--- config.mk ---
export PLATFORM = sky130hd
export DESIGN_NAME = adcc_top
export DESIGN_NICKNAME = d
export VERILOG_FILES = /design/src/rtl/adcc_pkg.sv /design/src/rtl/adcc_top.sv
export SDC_FILE = /design/constraint.sdc
export NUM_CORES = 1
export LEC_CHECK = 0
export ABC_AREA = 1
export BUFFER_PORTS_ARGS = -buffer_cell sky130_fd_sc_hd__buf_2
export CORE_ASPECT_RATIO = 0.6
export CORE_MARGIN = 4
export CORE_UTILIZATION = 55
export CTS_CLUSTER_SIZE = 20
export DETAILED_ROUTE_END_ITERATION = 10
export PLACE_DENSITY = 0.73
export SLEW_MARGIN = 20
export SYNTH_ARGS = -nofsm -noshare
export SYNTH_HDL_FRONTEND = slang
export SYNTH_SLANG_ARGS = --single-unit
--- constraint.sdc ---
create_clock -name ref_clk_i -period 27.7 [get_ports ref_clk_i]
set_input_delay 1.385 -clock ref_clk_i [delete_from_list [all_inputs] [get_ports ref_clk_i]]
set_output_delay 1.385 -clock ref_clk_i [all_outputs]
set_load 0.05 [all_outputs]
--- src/rtl/adcc_pkg.sv ---
// Constants shared by the converter control block.
// Assumes a single 50 MHz peripheral clock and an Avalon-MM host.
package adcc_pkg;
  // Register indexes; byte address is four times the index
  localparam logic [3:0] IDX_CTRL   = 4'h0;  // Enable, reset, start, modes
  localparam logic [3:0] IDX_CLKDIV = 4'h1;  // clock_divider_control
  localparam logic [3:0] IDX_REF    = 4'h2;  // reference_control
  localparam logic [3:0] IDX_INSEL  = 4'h3;  // Positive and negative input select
  localparam logic [3:0] IDX_GAIN   = 4'h4;  // gain_correction_value
  localparam logic [3:0] IDX_OFFS   = 4'h5;  // offset_correction_value
  localparam logic [3:0] IDX_STAT   = 4'h6;  // Status, read only
  localparam logic [3:0] IDX_RES    = 4'h7;  // Result, read only
  localparam logic [3:0] IDX_AVG    = 4'hc;  // averaging_control
  // Control register bit positions
  localparam int B_ENABLE = 0;
  localparam int B_SWRST  = 1;
  localparam int B_START  = 2;
  localparam int B_FOLLOW = 3;
  localparam int B_FREE   = 4;
  localparam int B_LEFT   = 5;
  localparam int B_DIFF   = 6;
  localparam int B_CORR   = 7;
  // Field positions
  localparam int B_REF_BUFFER_OFFSET_COMP = 7;   // Offset compensation enable
  localparam int B_NEGSEL  = 8;   // Negative select starts here
  localparam int B_SHIFT   = 4;   // average_shift starts here
  // Status bit positions
  localparam int B_RBUSY = 0;
  localparam int B_CBUSY = 1;
  localparam int B_SBUSY = 2;
  // Reset values
  localparam logic [7:0]  RST_CTRL  = 8'h00;
  localparam logic [2:0]  RST_DIV   = 3'h0;
  localparam logic [7:0]  RST_REF   = 8'h00;
  localparam logic [15:0] RST_INSEL = 16'h0000;
  localparam logic [11:0] RST_GAIN  = 12'h800;  // Unity gain, 1.11 format
  localparam logic [11:0] RST_OFFS  = 12'h000;
  localparam logic [6:0]  RST_AVG   = 7'h00;
  // Timing counts in converter clock ticks or peripheral cycles, and the log2 averaging limit
  localparam logic [4:0]  CONV_TICKS  = 5'd12;  // One plain conversion
  localparam logic [4:0]  CORR_EXTRA  = 5'd13;  // Added with correction
  localparam logic [1:0]  SWRST_CYC   = 2'd3;   // Soft reset countdown load; busy stays high for 4 cycles
  localparam logic [3:0]  MAX_ACC     = 4'ha;   // 1024 samples at most
  // Converter sequencer states
  typedef enum logic [2:0] {
    ST_IDLE = 3'b001,
    ST_CONV = 3'b010,
    ST_DONE = 3'b100
  } adcc_state_t;
endpackage : adcc_pkg

--- src/rtl/adcc_top.sv ---
// Control and configuration logic of a successive-approximation converter.
// Assumes inputs synchronous to ref_clk_i and an Avalon-MM master with
// byte addressing; the analog sampler delivers codes on pos/neg inputs.
//
// The implementer's own choice: the Avalon-MM register port.
module adcc_top (
  input  wire logic        ref_clk_i,
  input  wire logic        rstn_i,
  input  wire logic [5:0]  avs_address_i,
  input  wire logic        avs_read_i,
  input  wire logic        avs_write_i,
  input  wire logic [31:0] avs_writedata_i,
  input  wire logic [3:0]  avs_byteenable_i,
  output logic      [31:0] avs_readdata_o,
  output logic             avs_waitrequest_o,
  input  wire logic        peripheral_access_guard_i,
  input  wire logic        leader_tick_i,
  input  wire logic [11:0] pos_code_i,
  input  wire logic [11:0] neg_code_i,
  output logic             adc_clk_o,
  output logic [4:0]       positive_input_select_o,
  output logic [4:0]       negative_input_select_o,
  output logic             differential_input_o,
  output logic [3:0]       reference_select_o,
  output logic             ref_buffer_offset_comp_o,
  output logic [15:0]      result_o,
  output logic             result_valid_o
);
  logic [7:0]        ctrl_reg;       // Control bits
  logic [2:0]        div_reg;        // Divider select
  logic [7:0]        ref_reg;        // Reference select and compensation
  logic [15:0]       insel_reg;      // Input selection fields
  logic [11:0]       gain_reg;       // Gain correction, 1.11 format
  logic [11:0]       offs_reg;       // Offset correction, two's complement
  logic [6:0]        avg_shadow_reg; // Bus-side averaging value
  logic [6:0]        avg_reg;        // Converter-side averaging value
  logic              avg_pend_reg;   // Averaging write not yet applied
  logic [1:0]        rst_cnt_reg;    // Soft reset countdown
  logic              rbusy_reg;      // Soft reset in progress
  logic [7:0]        div_cnt_reg;    // Free-running prescaler
  logic              tick_reg;       // Converter clock enable pulse
  adcc_pkg::adcc_state_t state_reg;  // Sequencer state
  logic [4:0]        conv_cnt_reg;   // Ticks within a conversion
  logic [21:0]       acc_reg;        // Sample accumulator
  logic [10:0]       acc_n_reg;      // Samples summed so far
  logic              start_pend_reg; // Start requested by software
  logic              acc_ok;         // Bus access completes this cycle
  logic              wr_ok;          // Register write completes
  logic [3:0]        idx;            // Word index from byte address
  logic              prot_ok;        // Enable-protected write allowed
  logic [7:0]        tick_mask;      // Prescaler terminal mask
  logic [11:0]       raw_code;       // Sample before correction
  logic signed [26:0] corr_prod;     // Gain times offset-removed sample
  logic [11:0]       samp;           // Sample after correction
  logic [10:0]       acc_target;     // Samples per result
  logic [21:0]       acc_sum;        // Accumulator including this sample
  logic [21:0]       shifted;        // Sum after division
  logic [4:0]        conv_len;       // Ticks per conversion

  assign idx     = avs_address_i[5:2];
  assign acc_ok  = (avs_read_i || avs_write_i) && !avs_waitrequest_o;
  assign wr_ok   = acc_ok && avs_write_i && !rbusy_reg;
  // Guard blocks all writes; enable protection only certain registers
  assign prot_ok = !peripheral_access_guard_i && !ctrl_reg[adcc_pkg::B_ENABLE];

  // Byte-lane merge so partial writes keep untouched lanes
  function automatic logic [15:0] merge16(input logic [15:0] old_v);
    merge16 = old_v;
    if (avs_byteenable_i[0])
      merge16[7:0] = avs_writedata_i[7:0];
    if (avs_byteenable_i[1])
      merge16[15:8] = avs_writedata_i[15:8];
  endfunction : merge16

  // Wait state generator: one wait cycle, then answer for one cycle
  always_ff @(posedge ref_clk_i or negedge rstn_i)
  begin
    if (!rstn_i)
      avs_waitrequest_o <= 1'b1;
    else if ((avs_read_i || avs_write_i) && avs_waitrequest_o)
      avs_waitrequest_o <= 1'b0;
    else
      avs_waitrequest_o <= 1'b1;
  end

  // Read data captured alongside the falling waitrequest
  always_ff @(posedge ref_clk_i or negedge rstn_i)
  begin
    if (!rstn_i)
      avs_readdata_o <= 32'h0000_0000;
    else if (avs_read_i && avs_waitrequest_o)
    begin
      case (idx)
        adcc_pkg::IDX_CTRL:   avs_readdata_o <= {24'h0, ctrl_reg};
        adcc_pkg::IDX_CLKDIV: avs_readdata_o <= {29'h0, div_reg};
        adcc_pkg::IDX_REF:    avs_readdata_o <= {24'h0, ref_reg};
        adcc_pkg::IDX_INSEL:  avs_readdata_o <= {16'h0, insel_reg};
        adcc_pkg::IDX_GAIN:   avs_readdata_o <= {20'h0, gain_reg};
        adcc_pkg::IDX_OFFS:   avs_readdata_o <= {20'h0, offs_reg};
        adcc_pkg::IDX_STAT:   avs_readdata_o <= {29'h0, avg_pend_reg,
                                                 state_reg != adcc_pkg::ST_IDLE,
                                                 rbusy_reg};
        adcc_pkg::IDX_RES:    avs_readdata_o <= {16'h0, result_o};
        adcc_pkg::IDX_AVG:    avs_readdata_o <= {25'h0, avg_shadow_reg};
        default:              avs_readdata_o <= 32'h0000_0000; // Unmapped
      endcase
    end
  end

  // Soft reset countdown; busy flag visible while it runs
  always_ff @(posedge ref_clk_i or negedge rstn_i)
  begin
    if (!rstn_i)
    begin
      rst_cnt_reg <= 2'd0;
      rbusy_reg   <= 1'b0;
    end
    else if (wr_ok && idx == adcc_pkg::IDX_CTRL && avs_writedata_i[adcc_pkg::B_SWRST]
             && avs_byteenable_i[0] && !peripheral_access_guard_i)
    begin
      rst_cnt_reg <= adcc_pkg::SWRST_CYC;
      rbusy_reg   <= 1'b1;
    end
    else if (rst_cnt_reg != 2'd0)
      rst_cnt_reg <= rst_cnt_reg - 2'd1;
    else
      rbusy_reg <= 1'b0;
  end

  // Control register; start and reset bits are strobes, not stored
  always_ff @(posedge ref_clk_i or negedge rstn_i)
  begin
    if (!rstn_i)
      ctrl_reg <= adcc_pkg::RST_CTRL;
    else if (rbusy_reg)
      ctrl_reg <= adcc_pkg::RST_CTRL;
    else if (wr_ok && idx == adcc_pkg::IDX_CTRL && avs_byteenable_i[0]
             && !peripheral_access_guard_i)
    begin
      ctrl_reg <= avs_writedata_i[7:0];
      ctrl_reg[adcc_pkg::B_SWRST] <= 1'b0;
      ctrl_reg[adcc_pkg::B_START] <= 1'b0;
    end
  end

  // Enable-protected configuration registers
  always_ff @(posedge ref_clk_i or negedge rstn_i)
  begin
    if (!rstn_i)
    begin
      div_reg   <= adcc_pkg::RST_DIV;
      ref_reg   <= adcc_pkg::RST_REF;
      insel_reg <= adcc_pkg::RST_INSEL;
      gain_reg  <= adcc_pkg::RST_GAIN;
      offs_reg  <= adcc_pkg::RST_OFFS;
    end
    else if (rbusy_reg)
    begin
      div_reg   <= adcc_pkg::RST_DIV;
      ref_reg   <= adcc_pkg::RST_REF;
      insel_reg <= adcc_pkg::RST_INSEL;
      gain_reg  <= adcc_pkg::RST_GAIN;
      offs_reg  <= adcc_pkg::RST_OFFS;
    end
    else if (wr_ok && prot_ok)
    begin
      case (idx)
        adcc_pkg::IDX_CLKDIV:
          if (avs_byteenable_i[0])
            div_reg <= avs_writedata_i[2:0];
        adcc_pkg::IDX_REF:
          if (avs_byteenable_i[0])
            ref_reg <= avs_writedata_i[7:0] & 8'h8f;
        adcc_pkg::IDX_INSEL: insel_reg <= merge16(insel_reg) & 16'h1f1f;
        adcc_pkg::IDX_GAIN:  gain_reg  <= 12'(merge16({4'h0, gain_reg}));
        adcc_pkg::IDX_OFFS:  offs_reg  <= 12'(merge16({4'h0, offs_reg}));
        default:             div_reg   <= div_reg;
      endcase
    end
  end

  // Averaging: bus copy, then applied on a converter tick
  always_ff @(posedge ref_clk_i or negedge rstn_i)
  begin
    if (!rstn_i)
    begin
      avg_shadow_reg <= adcc_pkg::RST_AVG;
      avg_reg        <= adcc_pkg::RST_AVG;
      avg_pend_reg   <= 1'b0;
    end
    else if (rbusy_reg)
    begin
      avg_shadow_reg <= adcc_pkg::RST_AVG;
      avg_reg        <= adcc_pkg::RST_AVG;
      avg_pend_reg   <= 1'b0;
    end
    else
    begin
      // A new write in the same cycle as the apply keeps pending set
      if (tick_reg && avg_pend_reg)
      begin
        avg_reg      <= avg_shadow_reg;
        avg_pend_reg <= 1'b0;
      end
      if (wr_ok && idx == adcc_pkg::IDX_AVG && avs_byteenable_i[0]
          && !peripheral_access_guard_i)
      begin
        avg_shadow_reg <= avs_writedata_i[6:0];
        avg_pend_reg   <= 1'b1;
      end
    end
  end

  // Terminal mask of 2^(sel+1)-1 for the chosen division
  assign tick_mask = 8'((9'h002 << div_reg) - 9'h001);

  // Prescaler runs free; no sync needed as it shares the clock
  always_ff @(posedge ref_clk_i or negedge rstn_i)
  begin
    if (!rstn_i)
    begin
      div_cnt_reg <= 8'h00;
      tick_reg    <= 1'b0;
      adc_clk_o   <= 1'b0;
    end
    else
    begin
      div_cnt_reg <= div_cnt_reg + 8'h01;
      if (ctrl_reg[adcc_pkg::B_FOLLOW])
        tick_reg <= leader_tick_i;
      else
        tick_reg <= (div_cnt_reg & tick_mask) == tick_mask;
      adc_clk_o <= div_cnt_reg[div_reg];
    end
  end

  // Sample path: differential folded to offset binary
  assign raw_code = ctrl_reg[adcc_pkg::B_DIFF]
                  ? 12'(({1'b0, pos_code_i} - {1'b0, neg_code_i} + 13'h1000) >> 1)
                  : pos_code_i;
  assign corr_prod = ($signed({2'b00, raw_code}) - $signed({{2{offs_reg[11]}}, offs_reg}))
                   * $signed({1'b0, gain_reg});
  always_comb
  begin
    samp = raw_code;
    if (ctrl_reg[adcc_pkg::B_CORR])
    begin
      if (corr_prod < 0)
        samp = 12'h000;
      else if (corr_prod[26:11] > 16'h0fff)
        samp = 12'hfff;
      else
        samp = corr_prod[22:11];
    end
  end

  // Accumulation target and division
  assign acc_target = (avg_reg[3:0] > adcc_pkg::MAX_ACC)
                    ? 11'h400 : 11'(11'h001 << avg_reg[3:0]);
  assign acc_sum    = acc_reg + {10'h000, samp};
  assign shifted    = acc_sum >> avg_reg[6:adcc_pkg::B_SHIFT];
  assign conv_len   = ctrl_reg[adcc_pkg::B_CORR]
                    ? adcc_pkg::CONV_TICKS + adcc_pkg::CORR_EXTRA
                    : adcc_pkg::CONV_TICKS;

  // Start strobe held until the sequencer takes it
  always_ff @(posedge ref_clk_i or negedge rstn_i)
  begin
    if (!rstn_i)
      start_pend_reg <= 1'b0;
    else if (wr_ok && idx == adcc_pkg::IDX_CTRL && avs_byteenable_i[0]
             && avs_writedata_i[adcc_pkg::B_START] && !peripheral_access_guard_i)
      start_pend_reg <= 1'b1;
    else if (state_reg == adcc_pkg::ST_CONV || !ctrl_reg[adcc_pkg::B_ENABLE])
      start_pend_reg <= 1'b0;
  end

  // Conversion sequencer
  always_ff @(posedge ref_clk_i or negedge rstn_i)
  begin
    if (!rstn_i)
    begin
      state_reg      <= adcc_pkg::ST_IDLE;
      conv_cnt_reg   <= 5'd0;
      acc_reg        <= 22'h0;
      acc_n_reg      <= 11'h0;
      result_o       <= 16'h0000;
      result_valid_o <= 1'b0;
    end
    else if (rbusy_reg || !ctrl_reg[adcc_pkg::B_ENABLE])
    begin
      state_reg      <= adcc_pkg::ST_IDLE;
      conv_cnt_reg   <= 5'd0;
      acc_reg        <= 22'h0;
      acc_n_reg      <= 11'h0;
      result_valid_o <= 1'b0;
      if (rbusy_reg)
        result_o <= 16'h0000;
    end
    else
    begin
      result_valid_o <= 1'b0;
      case (state_reg)
        adcc_pkg::ST_IDLE:
          if (start_pend_reg || ctrl_reg[adcc_pkg::B_FREE])
          begin
            state_reg    <= adcc_pkg::ST_CONV;
            conv_cnt_reg <= 5'd0;
          end
        adcc_pkg::ST_CONV:
          if (tick_reg)
          begin
            if (conv_cnt_reg == conv_len - 5'd1)
            begin
              conv_cnt_reg <= 5'd0;
              if (acc_n_reg + 11'h001 >= acc_target)
              begin
                acc_reg   <= 22'h0;
                acc_n_reg <= 11'h0;
                state_reg <= adcc_pkg::ST_DONE;
                result_valid_o <= 1'b1;
                if (acc_target == 11'h001 && avg_reg[6:4] == 3'h0
                    && ctrl_reg[adcc_pkg::B_LEFT])
                  result_o <= {samp, 4'h0};
                else
                  result_o <= shifted[15:0];
              end
              else
              begin
                acc_reg   <= acc_sum;
                acc_n_reg <= acc_n_reg + 11'h001;
              end
            end
            else
              conv_cnt_reg <= conv_cnt_reg + 5'd1;
          end
        adcc_pkg::ST_DONE:
          // Continuous mode goes straight into the next conversion
          if (ctrl_reg[adcc_pkg::B_FREE])
            state_reg <= adcc_pkg::ST_CONV;
          else
            state_reg <= adcc_pkg::ST_IDLE;
        default:
          state_reg <= adcc_pkg::ST_IDLE;
      endcase
    end
  end

  // Analog routing registered from configuration flops
  always_ff @(posedge ref_clk_i or negedge rstn_i)
  begin
    if (!rstn_i)
    begin
      positive_input_select_o  <= 5'h00;
      negative_input_select_o  <= 5'h00;
      differential_input_o     <= 1'b0;
      reference_select_o       <= 4'h0;
      ref_buffer_offset_comp_o <= 1'b0;
    end
    else
    begin
      positive_input_select_o  <= insel_reg[4:0];
      negative_input_select_o  <= insel_reg[adcc_pkg::B_NEGSEL +: 5];
      differential_input_o     <= ctrl_reg[adcc_pkg::B_DIFF];
      reference_select_o       <= ref_reg[3:0];
      ref_buffer_offset_comp_o <= ref_reg[adcc_pkg::B_REF_BUFFER_OFFSET_COMP];
    end
  end
endmodule : adcc_top

### Word-level counts from Yosys, hierarchy flattened

Index checks and enable logic that the tools add are counted.

| operators by class | value |
|---|---|
| $add $sub $neg | 10 |
| multipliers | 1 |
| order comparisons | 5 |
| eq/ne operators | 21 |
| shift operators | 3 |
| multiplexer cells | 81 |
| bitwise gates (word level) | 1 |
| reduce and logical (&&, ||, !) cells | 64 |

Operators by type and width:

| cell | number |
|---|---|
| 16-bit two-way mux | 10 |
| 16-bit case mux with 9 select lines | 1 |
| 12-bit two-way mux | 10 |
| 22-bit two-way mux | 5 |
| 11-bit two-way mux | 6 |
| 8-bit two-way mux | 7 |
| 2-bit nonzero test | 18 |
| 5-bit two-way mux | 7 |
| 3-bit AND reduction | 10 |
| 7-bit two-way mux | 4 |
| 27-bit by 1-bit < comparator with 1-bit output, second input constant | 1 |
| 14-bit by 13-bit multiplier with 27-bit output | 1 |
| 3-bit two-way mux | 9 |
| 22-bit by 12-bit adder with 22-bit output | 1 |
| 22-bit by 3-bit right shift with 16-bit output | 1 |
| 1-bit logical AND | 21 |
| 4-bit by 3-bit == test with 1-bit output, second input constant | 4 |
| 16-bit by 12-bit greater-than comparator with 1-bit output, second input constant | 1 |
| 1-bit two-way mux | 15 |
| 13-bit by 12-bit subtractor with 14-bit output | 1 |
| 13-bit adder, second input constant | 1 |
| 12-bit by 12-bit subtractor with 13-bit output | 1 |
| 11-bit by 1-bit adder with 11-bit output, second input constant | 1 |
| 11-bit by 1-bit == test with 1-bit output, second input constant | 1 |
| other kinds (36) | 49 |

| word-level totals | value |
|---|---|
| register bits after elaboration | 195 |
| output and inout bits | 67 |
| logic and storage cells | 218 |

### Depth between registers and ports, before layout

Gate-level depths: netlist of run 1.

| depth | value |
|---|---|
| depth in word-level cells | 17 |
| mapped depth | 70 |
| gate-level depth less buffers | 69 |

### Worst setup path after synthesis of run 1

No wires, ideal clock.

| timing | value |
|---|---|
| kind | input-to-reg |
| start | input pos_code_i[0] |
| end | register result_o[12] |
| library setup time | 118 ps |
| data arrival time | 10536 ps |
| data required time | 27582 ps |
| slack | 17046 ps |
| stages | 64 |
| buffers on the path | 2 |
| cell sequence | inv_1 -> nand2_1 -> inv_1 -> fa_1 -> o31ai_1 -> nand2_1 -> nand2_1 -> xor2_1 -> o21ai_0 -> ha_1 -> nand2_1 -> o21a_1 -> nand3_1 -> nand2_1 -> nand2_1 -> nand2_1 -> nand2_1 -> a21oi_1 -> (+28 left out) -> inv_1 -> fa_1 -> inv_1 -> nand3_1 -> nand2_1 -> nand2_1 -> nand2_1 -> nand2_1 -> nand2_1 -> nand2_1 -> nand2_1 -> nand2_1 -> nand3_1 -> nand3_1 -> nand2_1 -> nand2_1 -> nand3_1 -> nand2_1 |

| on the way | value |
|---|---|
| cells in the longest elaborated chain, start to end | 17 |

Ends and longest elaborated chain:

| item | RTL line | source |
|---|---|---|
| from (decl) | adcc_top.sv:18 | `input wire logic [11:0] pos_code_i,` |
| 12-bit by 12-bit subtractor with 13-bit output | adcc_top.sv:239 | `? 12'(({1'b0, pos_code_i} - {1'b0, neg_code_i} + 13'h1000) >> 1)` |
| 13-bit adder | adcc_top.sv:239 |  |
| 12-bit two-way mux * | adcc_top.sv:239 |  |
| 13-bit by 12-bit subtractor with 14-bit output | adcc_top.sv:241 | `assign corr_prod = ($signed({2'b00, raw_code}) - $signed({{2{offs_reg[11]}}, offs_reg}))` |
| 14-bit by 13-bit multiplier with 27-bit output | adcc_top.sv:242 | `* $signed({1'b0, gain_reg});` |
| 16-bit by 12-bit greater-than comparator with 1-bit output | adcc_top.sv:250 | `else if (corr_prod[26:11] > 16'h0fff)` |
| 12-bit two-way mux | adcc_top.sv:250 |  |
| 12-bit two-way mux | adcc_top.sv:248 | `if (corr_prod < 0)` |
| 12-bit two-way mux * | adcc_top.sv:246 | `if (ctrl_reg[adcc_pkg::B_CORR])` |
| 22-bit by 12-bit adder with 22-bit output | adcc_top.sv:260 | `assign acc_sum = acc_reg + {10'h000, samp};` |
| 22-bit by 3-bit right shift with 16-bit output | adcc_top.sv:261 | `assign shifted = acc_sum >> avg_reg[6:adcc_pkg::B_SHIFT];` |
| 16-bit two-way mux * | adcc_top.sv:322 | `if (acc_target == 11'h001 && avg_reg[6:4] == 3'h0` |
| 16-bit two-way mux * | adcc_top.sv:316 | `if (acc_n_reg + 11'h001 >= acc_target)` |
| 16-bit two-way mux * | adcc_top.sv:313 | `if (conv_cnt_reg == conv_len - 5'd1)` |
| 16-bit two-way mux * | adcc_top.sv:311 | `if (tick_reg)` |
| 16-bit two-way mux * | adcc_top.sv:303 | `case (state_reg)` |
| 16-bit two-way mux * | adcc_top.sv:290 | `else if (rbusy_reg \|\| !ctrl_reg[adcc_pkg::B_ENABLE])` |
| to (signal assigned) | adcc_top.sv:324 | `result_o <= {samp, 4'h0};` |
| to (signal assigned) | adcc_top.sv:326 | `result_o <= shifted[15:0];` |
| to (decl) | adcc_top.sv:26 | `output logic [15:0] result_o,` |

Every way passes the cells marked *; elsewhere a longest branch is shown, timed or not. The select of a mux whose other input is x is not followed.
A chain may end at the register's enable or synchronous reset.

### Worst setup path after layout of run 1

| timing | value |
|---|---|
| start | input pos_code_i[0] |
| end | register result_o[11] |

The elaborated chain is that of the path after synthesis.

==> summary.txt, run 1 <==
Die
  • Initial Utilization: 56.7%
  • Chip Width: 241 um
  • Num rows: 50
  • Core Area: 0.0317 mm2
  • Die ar.: 0.0358 mm2
  • I/O pin count: 139
  • Chip Height: 148 um

Synth
  • Cell Area, Synth: 0.0180 mm2
  • Synthesis-stage register bit count: 168
  • Gate Count Post-Synth: 2528
  • Sequential share of the synthesized area: 23.4%
  • Warnings, synthesis: 0
  • Share of the synthesized area in the top cell type: 23.0%
  • Top post-synthesis cells by area: dfrtp_1 (23%), fa_1 (17%), nand2_1 (14%), inv_1 (10%), ha_1 (8.0%)
  • Syn Area/Cell: 7.12 um2
  • Yosys cell types: 57
  • Yosys top cell by area: dfrtp_1

Clock tree
  • Clock Pin Slew Worst Setup and Hold Paths: 80 ps
  • CTS tree: yes
  • CTS resizes: 0
  • CTS root buffer: clkbuf_16
  • Hold_buf cts: 0
  • Worst-Skew Late Latency: 450 ps
  • CTS Buffer Depth: 2
  • CTS Buf Count: 17
  • Post-CTS Setup Repair Bufs: 0
  • TritonCTS Sinks: 168
  • Htree depth: 4

STA
  • Fmax: 0.0758 GHz
  • Final setup fails: 0
  • Setup slack after layout: 14500 ps
  • Setup_tns: 0 ps
  • Final hold vios: 0
  • Slew @ Worst Pin: 1140 ps
  • Final worst-path cycle share: 47.7%
  • Post-Route Skew: 14.8 ps
  • Setup repair after global routing missed its margin: no
  • Slew Viols, Final: 0
  • Fin crit period: 13200 ps
  • Worst slew margin: 23.3%

Finish
  • Fin cells: 3028
  • Reg area: 0.00421 mm2
  • Layout Nets: 2942
  • Design Area, Final: 0.0194 mm2
  • Layout cells sized above 1: 7.77%
  • Fillers: 2986
  • Area growth, synth to finish: 7.79%
  • Max FFs per register: 22
  • Multi-input gate area in the final layout: 0.0116 mm2
  • Inserted Diodes: 0

Place
  • Post-DP HPWL: 45.4 mm
  • Placer Congestion: 0.994
  • Placed Instances: 2996
  • Placed cell areas: 0.0188 mm2
  • Port Buffers: 99
  • Dpl ws: 14430 ps

Run status
  • Status: completed

Critical path
  • Worst path arrival time: 13580 ps
  • Worst path required time: 28080 ps
  • WP buf/inv: 11
  • Reg2reg setup slack: 15520 ps
  • Reg2reg path depth: 55
  • FF-to-FF Start: ctrl_reg[6]
  • Worst setup path endpoint: result_o[11]
  • R2r endpoint: result_o[11]
  • Critical path's top delay family: adder cells
  • Critical path depth in cells: 63
  • Most common cell on crit path: nand2_1
  • Crit. End Element: register
  • Critical Path Source Type: primary input
  • Crit Path Max Fanout: 12
  • Critical Path Max Stage Delay: 780 ps
  • Slowest cell on crit path: fa_1
  • Critical path class: primary input to register
  • CP startpoint: pos_code_i[0]

Power and ir drop
  • VDD IR max: 142 uV
  • Power density over cell area: 129 mW/mm2
  • Tot Pwr: 2500 uW
  • Leakage Power: 0.0106 uW

GRT
  • Initial antenna violation count: 3
  • Vias in the first global route: 15600
  • Grt ovf: 0
  • Total track usage: 31.1%
  • Global-route wire length before repair: 86.1 mm
  • Largest net degree at the start of global routing: 89

Drt
  • Routed Antenna Nets: 0
  • WL met3: 7.45 mm
  • Final WL: 55.6 mm
  • DR vias/cell: 5.64
  • Metal1 wirelength: 26.1 mm
  • Routed length on met2: 21.1 mm
  • Top Layer Used: met5
  • Routed wire per std cell: 18.4 um
  • Via count: 17100
  • DR pass1 iterations: 9
  • Initial DRC count: 2039
  • # DRC: 0

Min path
  • Min-delay worst type: register to register
  • Hold-critical path depth: 0

Flow run
  • Max-Cap Viols: 0
logic make-up (layout without fill, tap and decap cells):
| logic type | count (synthesis) | in the layout | share of synthesized area (%) |
|---|---|---|---|
| AO/OA/AOI/OAI | 269 | 269 | 8.49 |
| adder cells (fa/ha/maj) | 271 | 271 | 25.4 |
| AND/OR/NAND/NOR | 1195 | 1195 | 28.1 |
| other | 1 | 16 | 0.0208 |
| flip-flops | 168 | 168 | 23.4 |
| XOR/XNOR | 41 | 41 | 2.04 |
| buffers and inverters | 583 | 652 | 12.6 |
layout by cell type (no fill, tap or decap), types with 9 or more instances in the layout:
master | netlist | routed
a21oi_1 | 66 | 66
buf_2 | 4 | 98
clkbuf_16 | 0 | 17
conb_1 | 1 | 16
dfrtp_1 | 165 | 165
fa_1 | 156 | 156
ha_1 | 115 | 115
inv_1 | 497 | 497
inv_2 | 13 | 13
nand2_1 | 674 | 674
nand2_2 | 15 | 15
nand3_1 | 215 | 215
nand4_1 | 22 | 22
nor2_1 | 200 | 200
nor3_1 | 25 | 25
o21ai_0 | 116 | 116
o21ai_1 | 11 | 11
o22ai_1 | 26 | 26
or2_2 | 15 | 15
xnor2_1 | 9 | 9
xor2_1 | 31 | 31
routing by layer:
| metal | track usage (%) | up-vias |
|---|---|---|
| li1 | - | 7961 |
| met1 | 50.3 | 8079 |
| met2 | 40.0 | 972 |
| met3 | 10.5 | 70 |
| met4 | 5.47 | 6 |
| met5 | 2.48 | - |
cells in the mapped netlist (all sizes together):
master / n
nand2: 691
inv: 510
nand3: 216
nor2: 207
dfrtp: 165
fa: 156
o21ai: 131
ha: 115
a21oi: 68
clkbuf: 40
xor2: 32
buf: 27
nor3: 27
o22ai: 26
nand4: 22
or2: 17
xnor2: 9
a221oi: 8
a31oi: 6
clkinv: 6
a21o: 5
nand3b: 5
nor4: 5
and2: 4
o21bai: 4
dfstp: 3
o211ai: 3
o31ai: 3
a22oi: 2
o2111ai: 2
o21a: 2
o221ai: 2
o311ai: 2
o41ai: 2
a21boi: 1
a22o: 1
a41oi: 1
conb: 1
nand2b: 1
worst register-to-register path: cells and delay by family, from the launching register on:
kind / cells / cell delay, ps
flip-flops: 1 / 750
AND/OR/NAND/NOR: 33 / 4370
buffers and inverters: 9 / 1250
adder cells (fa/ha/maj): 9 / 4520
AO/OA/AOI/OAI: 4 / 1210
through the flow:
stage	hold WS [ps]	utilization (%)
after floorplan	354	-
after global placement	396	59.2
after detailed placement	401	59.2
after CTS	412	61.1
after global routing	416	61.1
final	412	61.1
power by group:
group          leakage [uW]  internal (uW)  switching, uW  total [uW]
Sequential          0.00228            271           39.5         311
Combinational       0.00800            605           1330        1940
Clock              0.000296            124            125         249
layout make-up:
cell class                 instances  area share, %
clock buffer                      17           2.19
tap                              416           2.68
inverter                         516           10.0
clock inverter                    15          0.994
timing repair buffer             104           2.80
sequential                       168           21.7
multi-input combinational       1792           59.6
worst min path at each step:
stage	from	endpoint	slack, ps
floorplan	ref_reg[2]	reference_select_o[2]	350
global placement	insel_reg[1]	positive_input_select_o[1]	400
detailed placement	insel_reg[1]	positive_input_select_o[1]	400
CTS	ref_reg[2]	reference_select_o[2]	410
global route	ref_reg[2]	reference_select_o[2]	420
finish	ref_reg[2]	reference_select_o[2]	410
No activity file was read; power rests on OpenSTA's default activity.
==> run 2, diff against run 1 <==
PLACE_DENSITY = 0.76   (was 0.73)
clock period = 11.3 ns   (was 27.7 ns; I/O delays follow)
==> run 2 against run 1 <==
- routed wire length is 1.3% higher
- cell area is 3.1% higher
- die area stayed put
- first-iteration DRC count is 6.2% lower
- worst setup slack worse by 14000 ps
- largest cell class unchanged
- highest routed layer is now met4
==> summary.txt, run 2 (synthesis results as in run 1) <==
STA
  • Final setup fails: 0
  • Fmax: 0.0945 GHz
  • Slew Viols, Final: 0
  • Fin crit period: 10580 ps
  • Setup_tns: 0 ps
  • Post-Route Skew: 20.3 ps
  • Slew @ Worst Pin: 945 ps
  • Worst slew margin: 37.0%
  • Final hold vios: 0
  • Setup slack after layout: 723 ps
  • Setup repair after global routing missed its margin: no
  • Final worst-path cycle share: 93.6%

Critical path
  • Slowest cell on crit path: fa_1
  • Critical path class: primary input to register
  • Crit. End Element: register
  • Reg2reg path depth: 59
  • Critical Path Source Type: primary input
  • Worst path required time: 11630 ps
  • Critical Path Max Stage Delay: 580 ps
  • Crit Path Max Fanout: 7
  • R2r endpoint: result_o[11]
  • FF-to-FF Start: ctrl_reg[6]
  • Worst path arrival time: 10900 ps
  • Most common cell on crit path: nand2_1
  • Reg2reg setup slack: 820 ps

GRT
  • Total track usage: 31.8%
  • Initial antenna violation count: 0
  • Vias in the first global route: 16200
  • Busiest grt layer: met1
  • Met2 Use GR: 42.3%
  • Global-route wire length before repair: 88.6 mm
  • Met3 global-route usage: 10.1%
  • Largest net degree at the start of global routing: 102
  • Met1 GRT Util: 50.4%
  • Grt ovf: 0

Finish
  • Area growth, synth to finish: 11.1%
  • Inserted Diodes: 0
  • Most frequent cells in the layout: nand2_1 (672), inv_1 (497), nand3_1 (214), nor2_1 (196), dfrtp_1 (165)
  • Layout Nets: 3010
  • Commonest non-fill, non-tap cell in the layout: nand2_1
  • Max FFs per register: 22
  • Design Area, Final: 0.0200 mm2
  • Layout cells sized above 1: 10.6%

Die
  • I/O pin count: 139
  • Die ar.: 0.0358 mm2
  • Chip Height: 148 um
  • Num rows: 50
  • Initial Utilization: 56.7%
  • Chip Width: 241 um
  • Core Area: 0.0317 mm2

Drt
  • Initial DRC count: 1912
  • DR vias/cell: 5.61
  • Final WL: 56.3 mm
  • Routed wire per std cell: 18.2 um
  • DR pass1 iterations: 9
  • Via count: 17400
  • Routed Antenna Nets: 0
  • # DRC: 0

Run status
  • Status: completed

Min path
  • Hold-critical path depth: 2
  • Min-delay worst type: primary input to register
  • Hold EP: avs_waitrequest_o
  • HP Start: avs_read_i

Clock tree
  • TritonCTS Sinks: 168
  • CTS root buffer: clkbuf_16
  • Worst-Skew Late Latency: 450 ps
  • Clock Pin Slew Worst Setup and Hold Paths: 70 ps
  • CTS tree: yes
  • CTS Buf Count: 17
  • CTS Buffer Depth: 2
  • Htree depth: 4

Power and ir drop
  • Power density over cell area: 319 mW/mm2
  • VDD IR max: 412 uV
  • Leakage Power: 0.0109 uW
  • Tot Pwr: 6380 uW

Place
  • Post-DP HPWL: 46.1 mm
  • Placer Congestion: 1.01
  • Placed cell areas: 0.0193 mm2
  • Dpl ws: 201 ps
  • Port Buffers: 99

Flow run
  • Max-Cap Viols: 0
## run 2: how the worst max path moves through the flow
stage	startpoint	to	slack, ps	depth (start not counted)
after global routing	pos_code_i[4]	result_o[11]	4	66
after CTS	pos_code_i[0]	result_o[11]	600	64
after floorplan	pos_code_i[0]	result_o[12]	1470	64
after global placement	pos_code_i[0]	result_o[11]	330	64
final	pos_code_i[2]	result_o[11]	720	62
after detailed placement	pos_code_i[0]	result_o[11]	200	64
## run 2: what timing repair did
item / in CTS / in global routing
resized for setup: 0 / 16
setup buffers: 0 / 1
hold endpoints to repair: 0 / 9
setup endpoints to repair: 0 / 17
hold buffers: 0 / 1
## run 2: power breakdown
group | switching, uW | internal, uW
Combinational | 3280 | 1730
Clock | 294 | 319
Sequential | 93.6 | 665
Total | 3670 | 2720
## run 2: metal layers
metal	up-vias	part of all wire, %
li1	8098	-
met1	8215	46
met2	971	39
met3	83	14
met4	0	1.9
met5	-	0
## run 2: worst max-delay path, delay by kind of cell
family,cells,cell delay (ps)
AOI/OAI and AO/OA,6,820
and+or+nand+nor,35,4020
buffers and inverters,10,880
adders and majority gates,10,4320
xor gates and xnor gates,1,260
## run 2: layout make-up
| class | count | area (um2) |
|---|---|---|
| repair buffers | 172 | 1070 |
| multi-input cells | 1792 | 11600 |
| fillers | 2880 | 11700 |
| clock buffers | 18 | 429 |
| inverters | 516 | 1940 |
| well taps | 416 | 520 |
| flip-flops and latches | 168 | 4210 |
| clock inverters | 14 | 178 |
## run 2: metrics by stage
| stage | hold slack, ps | cells | util, % |
|---|---|---|---|
| after detailed placement | 395 | 3061 | 60.7 |
| after global routing | 290 | 3096 | 63.0 |
| final | 287 | 3096 | 63.0 |
| after CTS | 274 | 3093 | 62.6 |
| after global placement | 392 | 3061 | 60.7 |
| after floorplan | 269 | 2543 | - |
